$ cat src/cci_pkg.sv
// shared constants and types for the comparator change interrupt block
`default_nettype none

package cci_pkg;

  // bus and register geometry
  localparam int unsigned CCI_ADDR_W = 8;
  localparam int unsigned CCI_DATA_W = 32;
  localparam int unsigned CCI_NCMP   = 2;

  // register byte offsets
  localparam logic [7:0] CCI_OFS_CTRL0  = 8'h00;
  localparam logic [7:0] CCI_OFS_CTRL1  = 8'h04;
  localparam logic [7:0] CCI_OFS_AUX    = 8'h08;
  localparam logic [7:0] CCI_OFS_INTCTL = 8'h0C;
  localparam logic [7:0] CCI_OFS_PIEN   = 8'h10;
  localparam logic [7:0] CCI_OFS_PIFLG  = 8'h14;
  localparam logic [7:0] CCI_OFS_EVST   = 8'h18;
  localparam logic [7:0] CCI_OFS_EVMSK  = 8'h1C;

  // comparator_control_reg fields
  localparam int unsigned CCI_CTL_OUT_BIT = 0;
  localparam int unsigned CCI_CTL_POL_BIT = 1;
  localparam int unsigned CCI_CTL_OE_BIT  = 2;
  localparam int unsigned CCI_CTL_EN_BIT  = 3;

  // comparator_aux_control_reg fields
  localparam int unsigned CCI_AUX_GATE_BIT = 0;
  localparam int unsigned CCI_AUX_OUT1_BIT = 1;
  localparam int unsigned CCI_AUX_OUT2_BIT = 2;
  localparam int unsigned CCI_AUX_RDY1_BIT = 3;
  localparam int unsigned CCI_AUX_RDY2_BIT = 4;

  // interrupt_control fields
  localparam int unsigned CCI_GIE_BIT  = 7;
  localparam int unsigned CCI_PERIPHERAL_IRQ_ENABLE_BIT = 6;

  // peripheral flag and enable fields
  localparam int unsigned CCI_C1_BIT = 3;
  localparam int unsigned CCI_C2_BIT = 4;
  localparam logic [7:0]  CCI_PI_IMPL = 8'h7B;

  // event status fields: flag-set events, then lost edges
  localparam int unsigned CCI_EV_SET0_BIT  = 0;
  localparam int unsigned CCI_EV_LOST0_BIT = 2;
  localparam int unsigned CCI_EV_W         = 4;

  // reset values
  localparam logic [7:0] CCI_RST_INTCTL = 8'h00;
  localparam logic [7:0] CCI_RST_PIEN   = 8'h00;
  localparam logic [7:0] CCI_RST_PIFLG  = 8'h00;
  localparam logic [2:0] CCI_RST_CTRL   = 3'h0;
  localparam logic [3:0] CCI_RST_EV     = 4'h0;

  // timing: comparator bias settling
  localparam int unsigned CCI_CLK_PERIOD_NS = 40;
  localparam int unsigned CCI_SETTLE_NS     = 1000;
  localparam int unsigned CCI_SETTLE_CYC    =
    (CCI_SETTLE_NS + CCI_CLK_PERIOD_NS - 1) / CCI_CLK_PERIOD_NS;
  localparam int unsigned CCI_SETTLE_W      = 5;
  localparam logic [CCI_SETTLE_W-1:0] CCI_SETTLE_MAX =
    CCI_SETTLE_W'(CCI_SETTLE_CYC);

  // quarter phases of the system clock, gray ordered
  typedef enum logic [1:0] {
    CCI_PH1 = 2'h0,
    CCI_PH2 = 2'h1,
    CCI_PH3 = 2'h3,
    CCI_PH4 = 2'h2
  } cci_phase_e;

endpackage : cci_pkg

`default_nettype wire

$ cat src/cci_change_det.sv
// per-comparator input sync, mismatch latches and change edge detect
`default_nettype none

module cci_change_det
  import cci_pkg::*;
(
  // clock, reset, enable
  input  wire logic pclk,
  input  wire logic presetn,
  input  wire logic ce,
  // comparator side
  input  wire logic cmp_above,
  input  wire logic enable,
  input  wire logic polarity,
  // timing and register access
  input  wire logic phase_one,
  input  wire logic ctrl_read,
  // results
  output logic      cmp_level,
  output logic      sampled,
  output logic      mismatch,
  output logic      edge_set,
  output logic      edge_lost,
  output logic      settled
);

  logic [2:0]              sync_q;
  logic                    filt_q;
  logic                    capture_q;
  logic                    next_sample;
  logic                    next_capture;
  logic                    next_mismatch;
  logic                    rise;
  logic [CCI_SETTLE_W-1:0] settle_cnt;

  always_ff @(posedge pclk or negedge presetn) begin
    if (!presetn) begin
      sync_q <= 3'h0;
    end else if (ce) begin
      sync_q <= {sync_q[1:0], cmp_above};
    end
  end

  // level moves only once second and third stage agree
  always_ff @(posedge pclk or negedge presetn) begin
    if (!presetn) begin
      filt_q <= 1'b0;
    end else if (ce && (sync_q[1] == sync_q[2])) begin
      filt_q <= sync_q[2];
    end
  end

  // high while noninverting input is above inverting input, inverted when polarity is set, low while not enabled
  assign cmp_level = enable & (filt_q ^ polarity);

  assign next_sample   = phase_one ? cmp_level : sampled;
  assign next_capture  = ctrl_read ? cmp_level : capture_q;
  assign next_mismatch = next_sample ^ next_capture;
  assign rise          = next_mismatch & ~mismatch;
  // an edge meeting a control read is dropped
  assign edge_set      = rise & ~ctrl_read;
  assign edge_lost     = rise & ctrl_read;

  always_ff @(posedge pclk or negedge presetn) begin
    if (!presetn) begin
      sampled   <= 1'b0;
      capture_q <= 1'b0;
      mismatch  <= 1'b0;
    end else if (ce) begin
      sampled   <= next_sample;
      capture_q <= next_capture;
      mismatch  <= next_mismatch;
    end
  end

  // bias settling time after enable
  always_ff @(posedge pclk or negedge presetn) begin
    if (!presetn) begin
      settle_cnt <= '0;
    end else if (ce) begin
      if (!enable) begin
        settle_cnt <= '0;
      end else if (settle_cnt != CCI_SETTLE_MAX) begin
        settle_cnt <= settle_cnt + CCI_SETTLE_W'(1);
      end
    end
  end

  assign settled = (settle_cnt == CCI_SETTLE_MAX);

endmodule : cci_change_det

`default_nettype wire

$ cat src/cci_top.sv
// comparator change detect and interrupt block with apb registers
//
// Chosen here: the APB slave port and the register offsets.
`default_nettype none

// Summary of operation
// - comparator output high when noninverting above inverting, else low.
// - control register read loads capture latch; it holds until next read.
// - sampling latch takes comparator output on every first quarter phase.
// - mismatch is the exclusive-or of the capture and sampling latches.
// - mismatch stays until control read or output returns to prior level.
// - a control register write also reloads capture, clearing mismatch.
// - flag sets on mismatch rising edge, so it clears without mismatch.
// - after a clearing access, return to earlier level raises a new flag.
// - detection and flagging do not depend on pin drive enable.
// - software writing one to the flag sets it and requests interrupt.
// - request reaches core only with own, peripheral and global enables; irq also rises on any event status bit set in ev_mask, without them.
// - flag still sets on mismatch edge with any enable cleared.
// - change meeting a control read in second phase may lose the flag.
// - only the second comparator can drive the gated counter gate.
module cci_top
  import cci_pkg::*;
(
  // clock, reset, clock enable
  input  wire logic                  pclk,
  input  wire logic                  presetn,
  input  wire logic                  ce,
  // apb slave
  input  wire logic                  psel,
  input  wire logic                  penable,
  input  wire logic                  pwrite,
  input  wire logic [CCI_ADDR_W-1:0] paddr,
  input  wire logic [CCI_DATA_W-1:0] pwdata,
  output logic      [CCI_DATA_W-1:0] prdata,
  output logic                       pready,
  output logic                       pslverr,
  // comparator results, high while noninverting is above inverting
  input  wire logic [CCI_NCMP-1:0]   cmp_above,
  // comparator output pins
  output logic      [CCI_NCMP-1:0]   cmp_pin_out,
  output logic      [CCI_NCMP-1:0]   cmp_pin_oe,
  // gated counter gate
  output logic                       gated_counter_gate,
  // interrupt request
  output logic                       irq
);

  cci_phase_e phase;
  cci_phase_e next_phase;

  logic [CCI_NCMP-1:0] ctl_pol;
  logic [CCI_NCMP-1:0] ctl_oe;
  logic [CCI_NCMP-1:0] ctl_en;
  logic                aux_gate_route;
  logic [7:0]          interrupt_control;
  logic [7:0]          peripheral_irq_enable_reg;
  logic [7:0]          peripheral_irq_flag_reg;
  logic [CCI_EV_W-1:0] ev_status;
  logic [CCI_EV_W-1:0] ev_mask;

  logic                  access;
  logic                  wr_acc;
  logic                  rd_acc;
  logic                  addr_ok;
  logic [CCI_NCMP-1:0]   ctrl_hit;
  logic [CCI_NCMP-1:0]   ctrl_read;
  logic [CCI_NCMP-1:0]   cmp_level;
  logic [CCI_NCMP-1:0]   sampled;
  logic [CCI_NCMP-1:0]   mismatch;
  logic [CCI_NCMP-1:0]   edge_set;
  logic [CCI_NCMP-1:0]   edge_lost;
  logic [CCI_NCMP-1:0]   settled;
  logic [7:0]            hw_flag_set;
  logic [7:0]            next_pir;
  logic [CCI_EV_W-1:0]   ev_in;
  logic [CCI_EV_W-1:0]   next_ev;
  logic [CCI_DATA_W-1:0] rd_data;
  logic                  doc_req;

  // quarter-phase sequencer of the system clock
  always_comb begin
    case (phase)
      CCI_PH1: next_phase = CCI_PH2;
      CCI_PH2: next_phase = CCI_PH3;
      CCI_PH3: next_phase = CCI_PH4;
      CCI_PH4: next_phase = CCI_PH1;
      default: next_phase = CCI_PH1;
    endcase
  end

  always_ff @(posedge pclk or negedge presetn) begin
    if (!presetn) begin
      phase <= CCI_PH1;
    end else if (ce) begin
      phase <= next_phase;
    end
  end

  // apb decode; transfer completes on the edge where pready is seen high
  assign access  = ce & psel & penable & pready;
  assign wr_acc  = access & pwrite;
  assign rd_acc  = access & ~pwrite;

  always_comb begin
    case (paddr)
      CCI_OFS_CTRL0,
      CCI_OFS_CTRL1,
      CCI_OFS_AUX,
      CCI_OFS_INTCTL,
      CCI_OFS_PIEN,
      CCI_OFS_PIFLG,
      CCI_OFS_EVST,
      CCI_OFS_EVMSK: addr_ok = 1'b1;
      default:       addr_ok = 1'b0;
    endcase
  end

  assign ctrl_hit[0] = (paddr == CCI_OFS_CTRL0);
  assign ctrl_hit[1] = (paddr == CCI_OFS_CTRL1);
  // every control register access, write included, reads that register first
  assign ctrl_read   = {CCI_NCMP{access}} & ctrl_hit;

  always_ff @(posedge pclk or negedge presetn) begin
    if (!presetn) begin
      pready <= 1'b0;
    end else if (ce) begin
      pready <= psel & penable & ~pready;
    end
  end

  // per-comparator change detectors
  genvar gi;
  generate
    for (gi = 0; gi < CCI_NCMP; gi++) begin : g_cmp
      cci_change_det u_det (
        .pclk      (pclk),
        .presetn   (presetn),
        .ce        (ce),
        .cmp_above (cmp_above[gi]),
        .enable    (ctl_en[gi]),
        .polarity  (ctl_pol[gi]),
        .phase_one (phase == CCI_PH1),
        .ctrl_read (ctrl_read[gi]),
        .cmp_level (cmp_level[gi]),
        .sampled   (sampled[gi]),
        .mismatch  (mismatch[gi]),
        .edge_set  (edge_set[gi]),
        .edge_lost (edge_lost[gi]),
        .settled   (settled[gi])
      );
    end
  endgenerate

  // comparator_control_reg writes
  always_ff @(posedge pclk or negedge presetn) begin
    if (!presetn) begin
      ctl_pol <= CCI_RST_CTRL[CCI_NCMP-1:0];
      ctl_oe  <= CCI_RST_CTRL[CCI_NCMP-1:0];
      ctl_en  <= CCI_RST_CTRL[CCI_NCMP-1:0];
    end else begin
      for (int i = 0; i < CCI_NCMP; i++) begin
        if (wr_acc && ctrl_hit[i]) begin
          ctl_pol[i] <= pwdata[CCI_CTL_POL_BIT];
          ctl_oe[i]  <= pwdata[CCI_CTL_OE_BIT];
          ctl_en[i]  <= pwdata[CCI_CTL_EN_BIT];
        end
      end
    end
  end

  // comparator_aux_control_reg
  always_ff @(posedge pclk or negedge presetn) begin
    if (!presetn) begin
      aux_gate_route <= 1'b0;
    end else if (wr_acc && (paddr == CCI_OFS_AUX)) begin
      aux_gate_route <= pwdata[CCI_AUX_GATE_BIT];
    end
  end

  // interrupt_control and peripheral_irq_enable_reg
  always_ff @(posedge pclk or negedge presetn) begin
    if (!presetn) begin
      interrupt_control         <= CCI_RST_INTCTL;
      peripheral_irq_enable_reg <= CCI_RST_PIEN;
    end else if (wr_acc) begin
      if (paddr == CCI_OFS_INTCTL) begin
        interrupt_control <= pwdata[7:0];
      end
      if (paddr == CCI_OFS_PIEN) begin
        peripheral_irq_enable_reg <= pwdata[7:0] & CCI_PI_IMPL;
      end
    end
  end

  // flags set regardless of any enable
  always_comb begin
    hw_flag_set             = 8'h00;
    hw_flag_set[CCI_C1_BIT] = edge_set[0];
    hw_flag_set[CCI_C2_BIT] = edge_set[1];
  end

  // written value is stored masked to the implemented bits, so zero clears and one sets
  always_comb begin
    next_pir = peripheral_irq_flag_reg;
    if (wr_acc && (paddr == CCI_OFS_PIFLG)) begin
      next_pir = pwdata[7:0] & CCI_PI_IMPL;
    end
    // a hardware edge wins over a same-cycle clear
    next_pir = next_pir | hw_flag_set;
  end

  always_ff @(posedge pclk or negedge presetn) begin
    if (!presetn) begin
      peripheral_irq_flag_reg <= CCI_RST_PIFLG;
    end else if (ce) begin
      peripheral_irq_flag_reg <= next_pir;
    end
  end

  // event status: flag-set events and edges lost to a control read
  assign ev_in = {edge_lost, edge_set};

  always_comb begin
    next_ev = ev_status;
    if (wr_acc && (paddr == CCI_OFS_EVST)) begin
      next_ev = ev_status & ~pwdata[CCI_EV_W-1:0];
    end
    next_ev = next_ev | ev_in;
  end

  always_ff @(posedge pclk or negedge presetn) begin
    if (!presetn) begin
      ev_status <= CCI_RST_EV;
      ev_mask   <= CCI_RST_EV;
    end else if (ce) begin
      ev_status <= next_ev;
      if (wr_acc && (paddr == CCI_OFS_EVMSK)) begin
        ev_mask <= pwdata[CCI_EV_W-1:0];
      end
    end
  end

  // read data mux
  always_comb begin
    rd_data = '0;
    case (paddr)
      CCI_OFS_CTRL0,
      CCI_OFS_CTRL1: begin
        for (int i = 0; i < CCI_NCMP; i++) begin
          if (ctrl_hit[i]) begin
            rd_data[CCI_CTL_OUT_BIT] = cmp_level[i];
            rd_data[CCI_CTL_POL_BIT] = ctl_pol[i];
            rd_data[CCI_CTL_OE_BIT]  = ctl_oe[i];
            rd_data[CCI_CTL_EN_BIT]  = ctl_en[i];
          end
        end
      end
      CCI_OFS_AUX: begin
        rd_data[CCI_AUX_GATE_BIT] = aux_gate_route;
        rd_data[CCI_AUX_OUT1_BIT] = cmp_level[0];
        rd_data[CCI_AUX_OUT2_BIT] = cmp_level[1];
        rd_data[CCI_AUX_RDY1_BIT] = settled[0];
        rd_data[CCI_AUX_RDY2_BIT] = settled[1];
      end
      CCI_OFS_INTCTL: rd_data[7:0] = interrupt_control;
      CCI_OFS_PIEN:   rd_data[7:0] = peripheral_irq_enable_reg;
      CCI_OFS_PIFLG:  rd_data[7:0] = peripheral_irq_flag_reg;
      CCI_OFS_EVST:   rd_data[CCI_EV_W-1:0] = ev_status;
      CCI_OFS_EVMSK:  rd_data[CCI_EV_W-1:0] = ev_mask;
      default:        rd_data = '0;
    endcase
  end

  // answer registered together with pready
  always_ff @(posedge pclk or negedge presetn) begin
    if (!presetn) begin
      prdata  <= '0;
      pslverr <= 1'b0;
    end else if (ce) begin
      if (psel && penable && !pready) begin
        prdata  <= pwrite ? '0 : rd_data;
        pslverr <= ~addr_ok;
      end else begin
        prdata  <= '0;
        pslverr <= 1'b0;
      end
    end
  end

  // core request needs own, peripheral and global enables
  assign doc_req = interrupt_control[CCI_GIE_BIT]
                 & interrupt_control[CCI_PERIPHERAL_IRQ_ENABLE_BIT]
                 & |(peripheral_irq_flag_reg & peripheral_irq_enable_reg
                     & ((8'h01 << CCI_C1_BIT) | (8'h01 << CCI_C2_BIT)));

  always_ff @(posedge pclk or negedge presetn) begin
    if (!presetn) begin
      irq <= 1'b0;
    end else if (ce) begin
      irq <= doc_req | |(ev_status & ev_mask);
    end
  end

  // pin drivers; detection ignores the drive enable
  always_ff @(posedge pclk or negedge presetn) begin
    if (!presetn) begin
      cmp_pin_out <= '0;
      cmp_pin_oe  <= '0;
    end else if (ce) begin
      cmp_pin_out <= cmp_level;
      cmp_pin_oe  <= ctl_oe;
    end
  end

  // only the second comparator reaches the counter gate
  always_ff @(posedge pclk or negedge presetn) begin
    if (!presetn) begin
      gated_counter_gate <= 1'b0;
    end else if (ce) begin
      gated_counter_gate <= aux_gate_route & cmp_level[1];
    end
  end

endmodule : cci_top

`default_nettype wire

$ cat config.mk
export PLATFORM = sky130hd
export DESIGN_NAME = cci_top
export DESIGN_NICKNAME = d
export VERILOG_FILES = /design/src/cci_pkg.sv /design/src/cci_change_det.sv /design/src/cci_top.sv
export SDC_FILE = /design/constraint.sdc
export NUM_CORES = 1
export LEC_CHECK = 0
export ABC_AREA = 1
export BUFFER_PORTS_ARGS = -buffer_cell sky130_fd_sc_hd__buf_2
export CAP_MARGIN = 20
export CORE_MARGIN = 2
export CORE_UTILIZATION = 59
export CTS_CLUSTER_DIAMETER = 100
export DETAILED_ROUTE_END_ITERATION = 8
export GPL_ROUTABILITY_DRIVEN = 0
export PLACE_DENSITY_LB_ADDON = 0.12
export SLEW_MARGIN = 20
export SYNTH_ARGS = -nofsm -noshare
export SYNTH_HDL_FRONTEND = slang
export SYNTH_HIERARCHICAL = 1
export SYNTH_SLANG_ARGS = --single-unit
$ cat constraint.sdc
create_clock -name pclk -period 2.9 [get_ports pclk]
set_input_delay 0.29 -clock pclk [delete_from_list [all_inputs] [get_ports pclk]]
set_output_delay 0.29 -clock pclk [all_outputs]
set_load 0.005 [all_outputs]
==> flow_summary.json <==
{
  "synth_ff_type": "dfrtp_1",
  "numPortBuffers": 39,
  "cpMostUsedCell": "nand2_1",
  "r2r_cells": 10,
  "drv_slew": 0,
  "dr.pass1.iters": 5,
  "r2r_slack_ns": 1.10,
  "drc": 0,
  "cp-end-kind": "flop",
  "vias": 3540,
  "start_util_pct": 60.0,
  "drt-vias-per-instance": 5.21,
  "hold_ws_ns": 0.0876,
  "ys_seq_area_share_pct": 45.0,
  "totalPowerFinal_uw": 2210,
  "clock_path_buffers": 2,
  "status": "complete, no violations",
  "skew_ns": 0.0155,
  "setup_viol": 0,
  "grt_max_degree": 78,
  "n_fill_cell": 665,
  "worstReg2RegEnd": "peripheral_irq_flag_reg[4]",
  "hold_class": "in2async",
  "tritoncts": "done",
  "arrival_ns": 2.15,
  "final_common_cell": "nand2_1",
  "antenna_cells": 0,
  "rows": 31,
  "synth.distinct_cells": 39,
  "ys_async_sr_fraction_pct": 100,
  "maxUsedRoutingLayer": "met4",
  "cts_setup_buffers": 0,
  "wl_per_cell_um": 13.1,
  "cap_violations": 0,
  "cp_cell_sequence": "buf_2 -> nor2_1 -> nand2_1 -> inv_1 -> nand2_2 -> nor2_1 -> inv_1 -> nand2_1 -> nand2_1 -> nand2_1 -> nand3_2 -> nor2_1 -> nand2_1 -> nand3_1",
  "worstSetupPathType": "in2reg",
  "slew-limit-headroom_pct": 36.4,
  "nNetsFinal": 628,
  "drive_above_1_share_pct": 20.1,
  "die_w_um": 89.2,
  "timing.rr.start": "pready",
  "die_area_mm2": 0.00795,
  "synth_edf_count": 0,
  "grt_pass1_wl_um": 14800,
  "min_period_over_period_pct": 64.1,
  "drt_iter0_drc": 260,
  "multi_input_area_mm2": 0.00198,
  "gr-total-overflow": 0,
  "largest_reg_flops": 10,
  "wl_met1_um": 3980,
  "regMostFlops": "g_cmp.u_det/settle_cnt",
  "cp.depth": 14,
  "rsz0062_at_grt": "no",
  "core_mm2": 0.00714,
  "final_cell_mix": "nand2_1, dfrtp_1, nand3_1, inv_1, buf_2",
  "yosys_warnings": 6,
  "min_period_ns": 1.86,
  "clk_pin_slew_ns": 0.09,
  "cp_top_family": "simple AND/OR/NAND/NOR gates",
  "p_leak_uw": 0.00246,
  "cts_repair_resize_count": 0,
  "postCtsHoldBufs": 0,
  "fin_setup_tns_ns": 0,
  "fmax_mhz": 538,
  "critPathBufInv": 3,
  "postRouteAntennaNets": 0,
  "hold_viol": 0,
  "largestRegisters": "g_cmp.u_det/settle_cnt (10), interrupt_control (8), prdata (8)",
  "worst_slew_pin_slew_ns": 0.954,
  "fp.dieH_um": 89.2,
  "antenna_found_initial": 0,
  "cp_max_fo": 14,
  "wl_met2_um": 4290,
  "ys_ff_latch": 77,
  "place_inst": 664,
  "clock_sinks": 77,
  "crit_required_ns": 3.19,
  "cts-htree-levels": 3,
  "ir_worst_vdd_mv": 0.435,
  "finalWirelength_um": 8900,
  "synthesis.area_mm2": 0.00428,
  "instances_no_fill": 680,
  "dp_hpwl_um": 6470,
  "ios": 88,
  "area_delta_synth_final_pct": 8.33,
  "clock_latency_ns": 0.35,
  "critPathLaunchType": "primary input",
  "crit_slowest_cell": "nor2_1",
  "grt_pass1_vias": 3257,
  "cp_slowest_stage_delay_ns": 0.35,
  "root_buffer": "clkbuf_8",
  "synth_cells": 538,
  "avgSynthCellArea_um2": 7.96,
  "crit_start": "paddr[5]",
  "met3WireLength_um": 506,
  "crit_end": "peripheral_irq_flag_reg[4]",
  "grtUsageTotal_pct": 24.4,
  "powerDensity_mw_per_mm2": 476,
  "cts_buffers": 9,
  "regArea_mm2": 0.00193
}
[kinds of logic (layout without fill, tap and decap cells)]
group	after synthesis	after routing	share of synthesized area [%]
flip-flops	77	77	45.0
other	1	24	0.0876
AND/OR/NAND/NOR	305	305	33.5
buffers and inverters	87	107	10.9
AO/OA/AOI/OAI	63	63	9.12
multiplexers	1	1	0.234
adder cells (fa/ha/maj)	4	4	1.17
[through the flow]
step / area (um^2) / utilization, % / setup slack [ns]
floorplan: 4370 / - / 1.31
global placement: 4430 / 62.1 / 0.774
detailed placement: 4430 / 62.1 / 0.713
CTS: 4640 / 65.0 / 1.05
global route: 4640 / 65.0 / 0.836
finish: 4640 / 65.0 / 1.04
[layer usage]
layer | vias up | track usage (%)
li1 | 1770 | -
met1 | 1656 | 31.8
met2 | 103 | 41.3
met3 | 11 | 4.43
met4 | 0 | 7.73
met5 | - | 0
[cell type report]
cell class	instances	area share [%]
clock buffers	9	2.67
clock inverters	7	1.73
inverters	49	4.05
multi-input cells	397	42.6
flip-flops and latches	77	41.5
well taps	99	2.67
repair buffers	42	4.75
[report_power, final]
part / internal [uW] / switching, uW / total (uW)
sequential: 1110 / 29.4 / 1140
clock: 410 / 428 / 838
combinational: 70.1 / 156 / 226
[cells in the mapped netlist (3+ instances only)]
cell | instances | area share (%)
nor2_1 | 29 | 2.5
nand2_4 | 3 | 0.79
o21ai_2 | 13 | 2.7
nor2_4 | 3 | 0.79
ha_1 | 4 | 1.2
inv_1 | 43 | 3.8
or2_2 | 6 | 0.88
clkbuf_1 | 3 | 0.26
dfrtp_1 | 77 | 45
nor2_2 | 4 | 0.58
buf_4 | 28 | 4.9
buf_2 | 3 | 0.35
nand4_1 | 10 | 1.5
a21oi_1 | 3 | 0.35
nand3_1 | 59 | 6.9
nand2_2 | 12 | 1.8
o21ai_0 | 37 | 4.3
nand2_1 | 169 | 15
nand3_2 | 4 | 0.94
inv_2 | 4 | 0.35
[worst min-delay path by stage]
stage	from	to	cells past startpoint
6_report	presetn	g_cmp[0].u_det/settle_cnt[2]	1
5_1_grt	cmp_above[1]	g_cmp[1].u_det/sync_q[0]	3
3_3_place_gp	cmp_pin_out[0]	cmp_pin_out[0]	2
2_1_floorplan	presetn	aux_gate_route	0
4_1_cts	presetn	g_cmp[1].u_det/sync_q[1]	1
3_5_place_dp	cmp_pin_out[0]	cmp_pin_out[0]	2
Note: power is estimated with default switching activity, not from simulation.
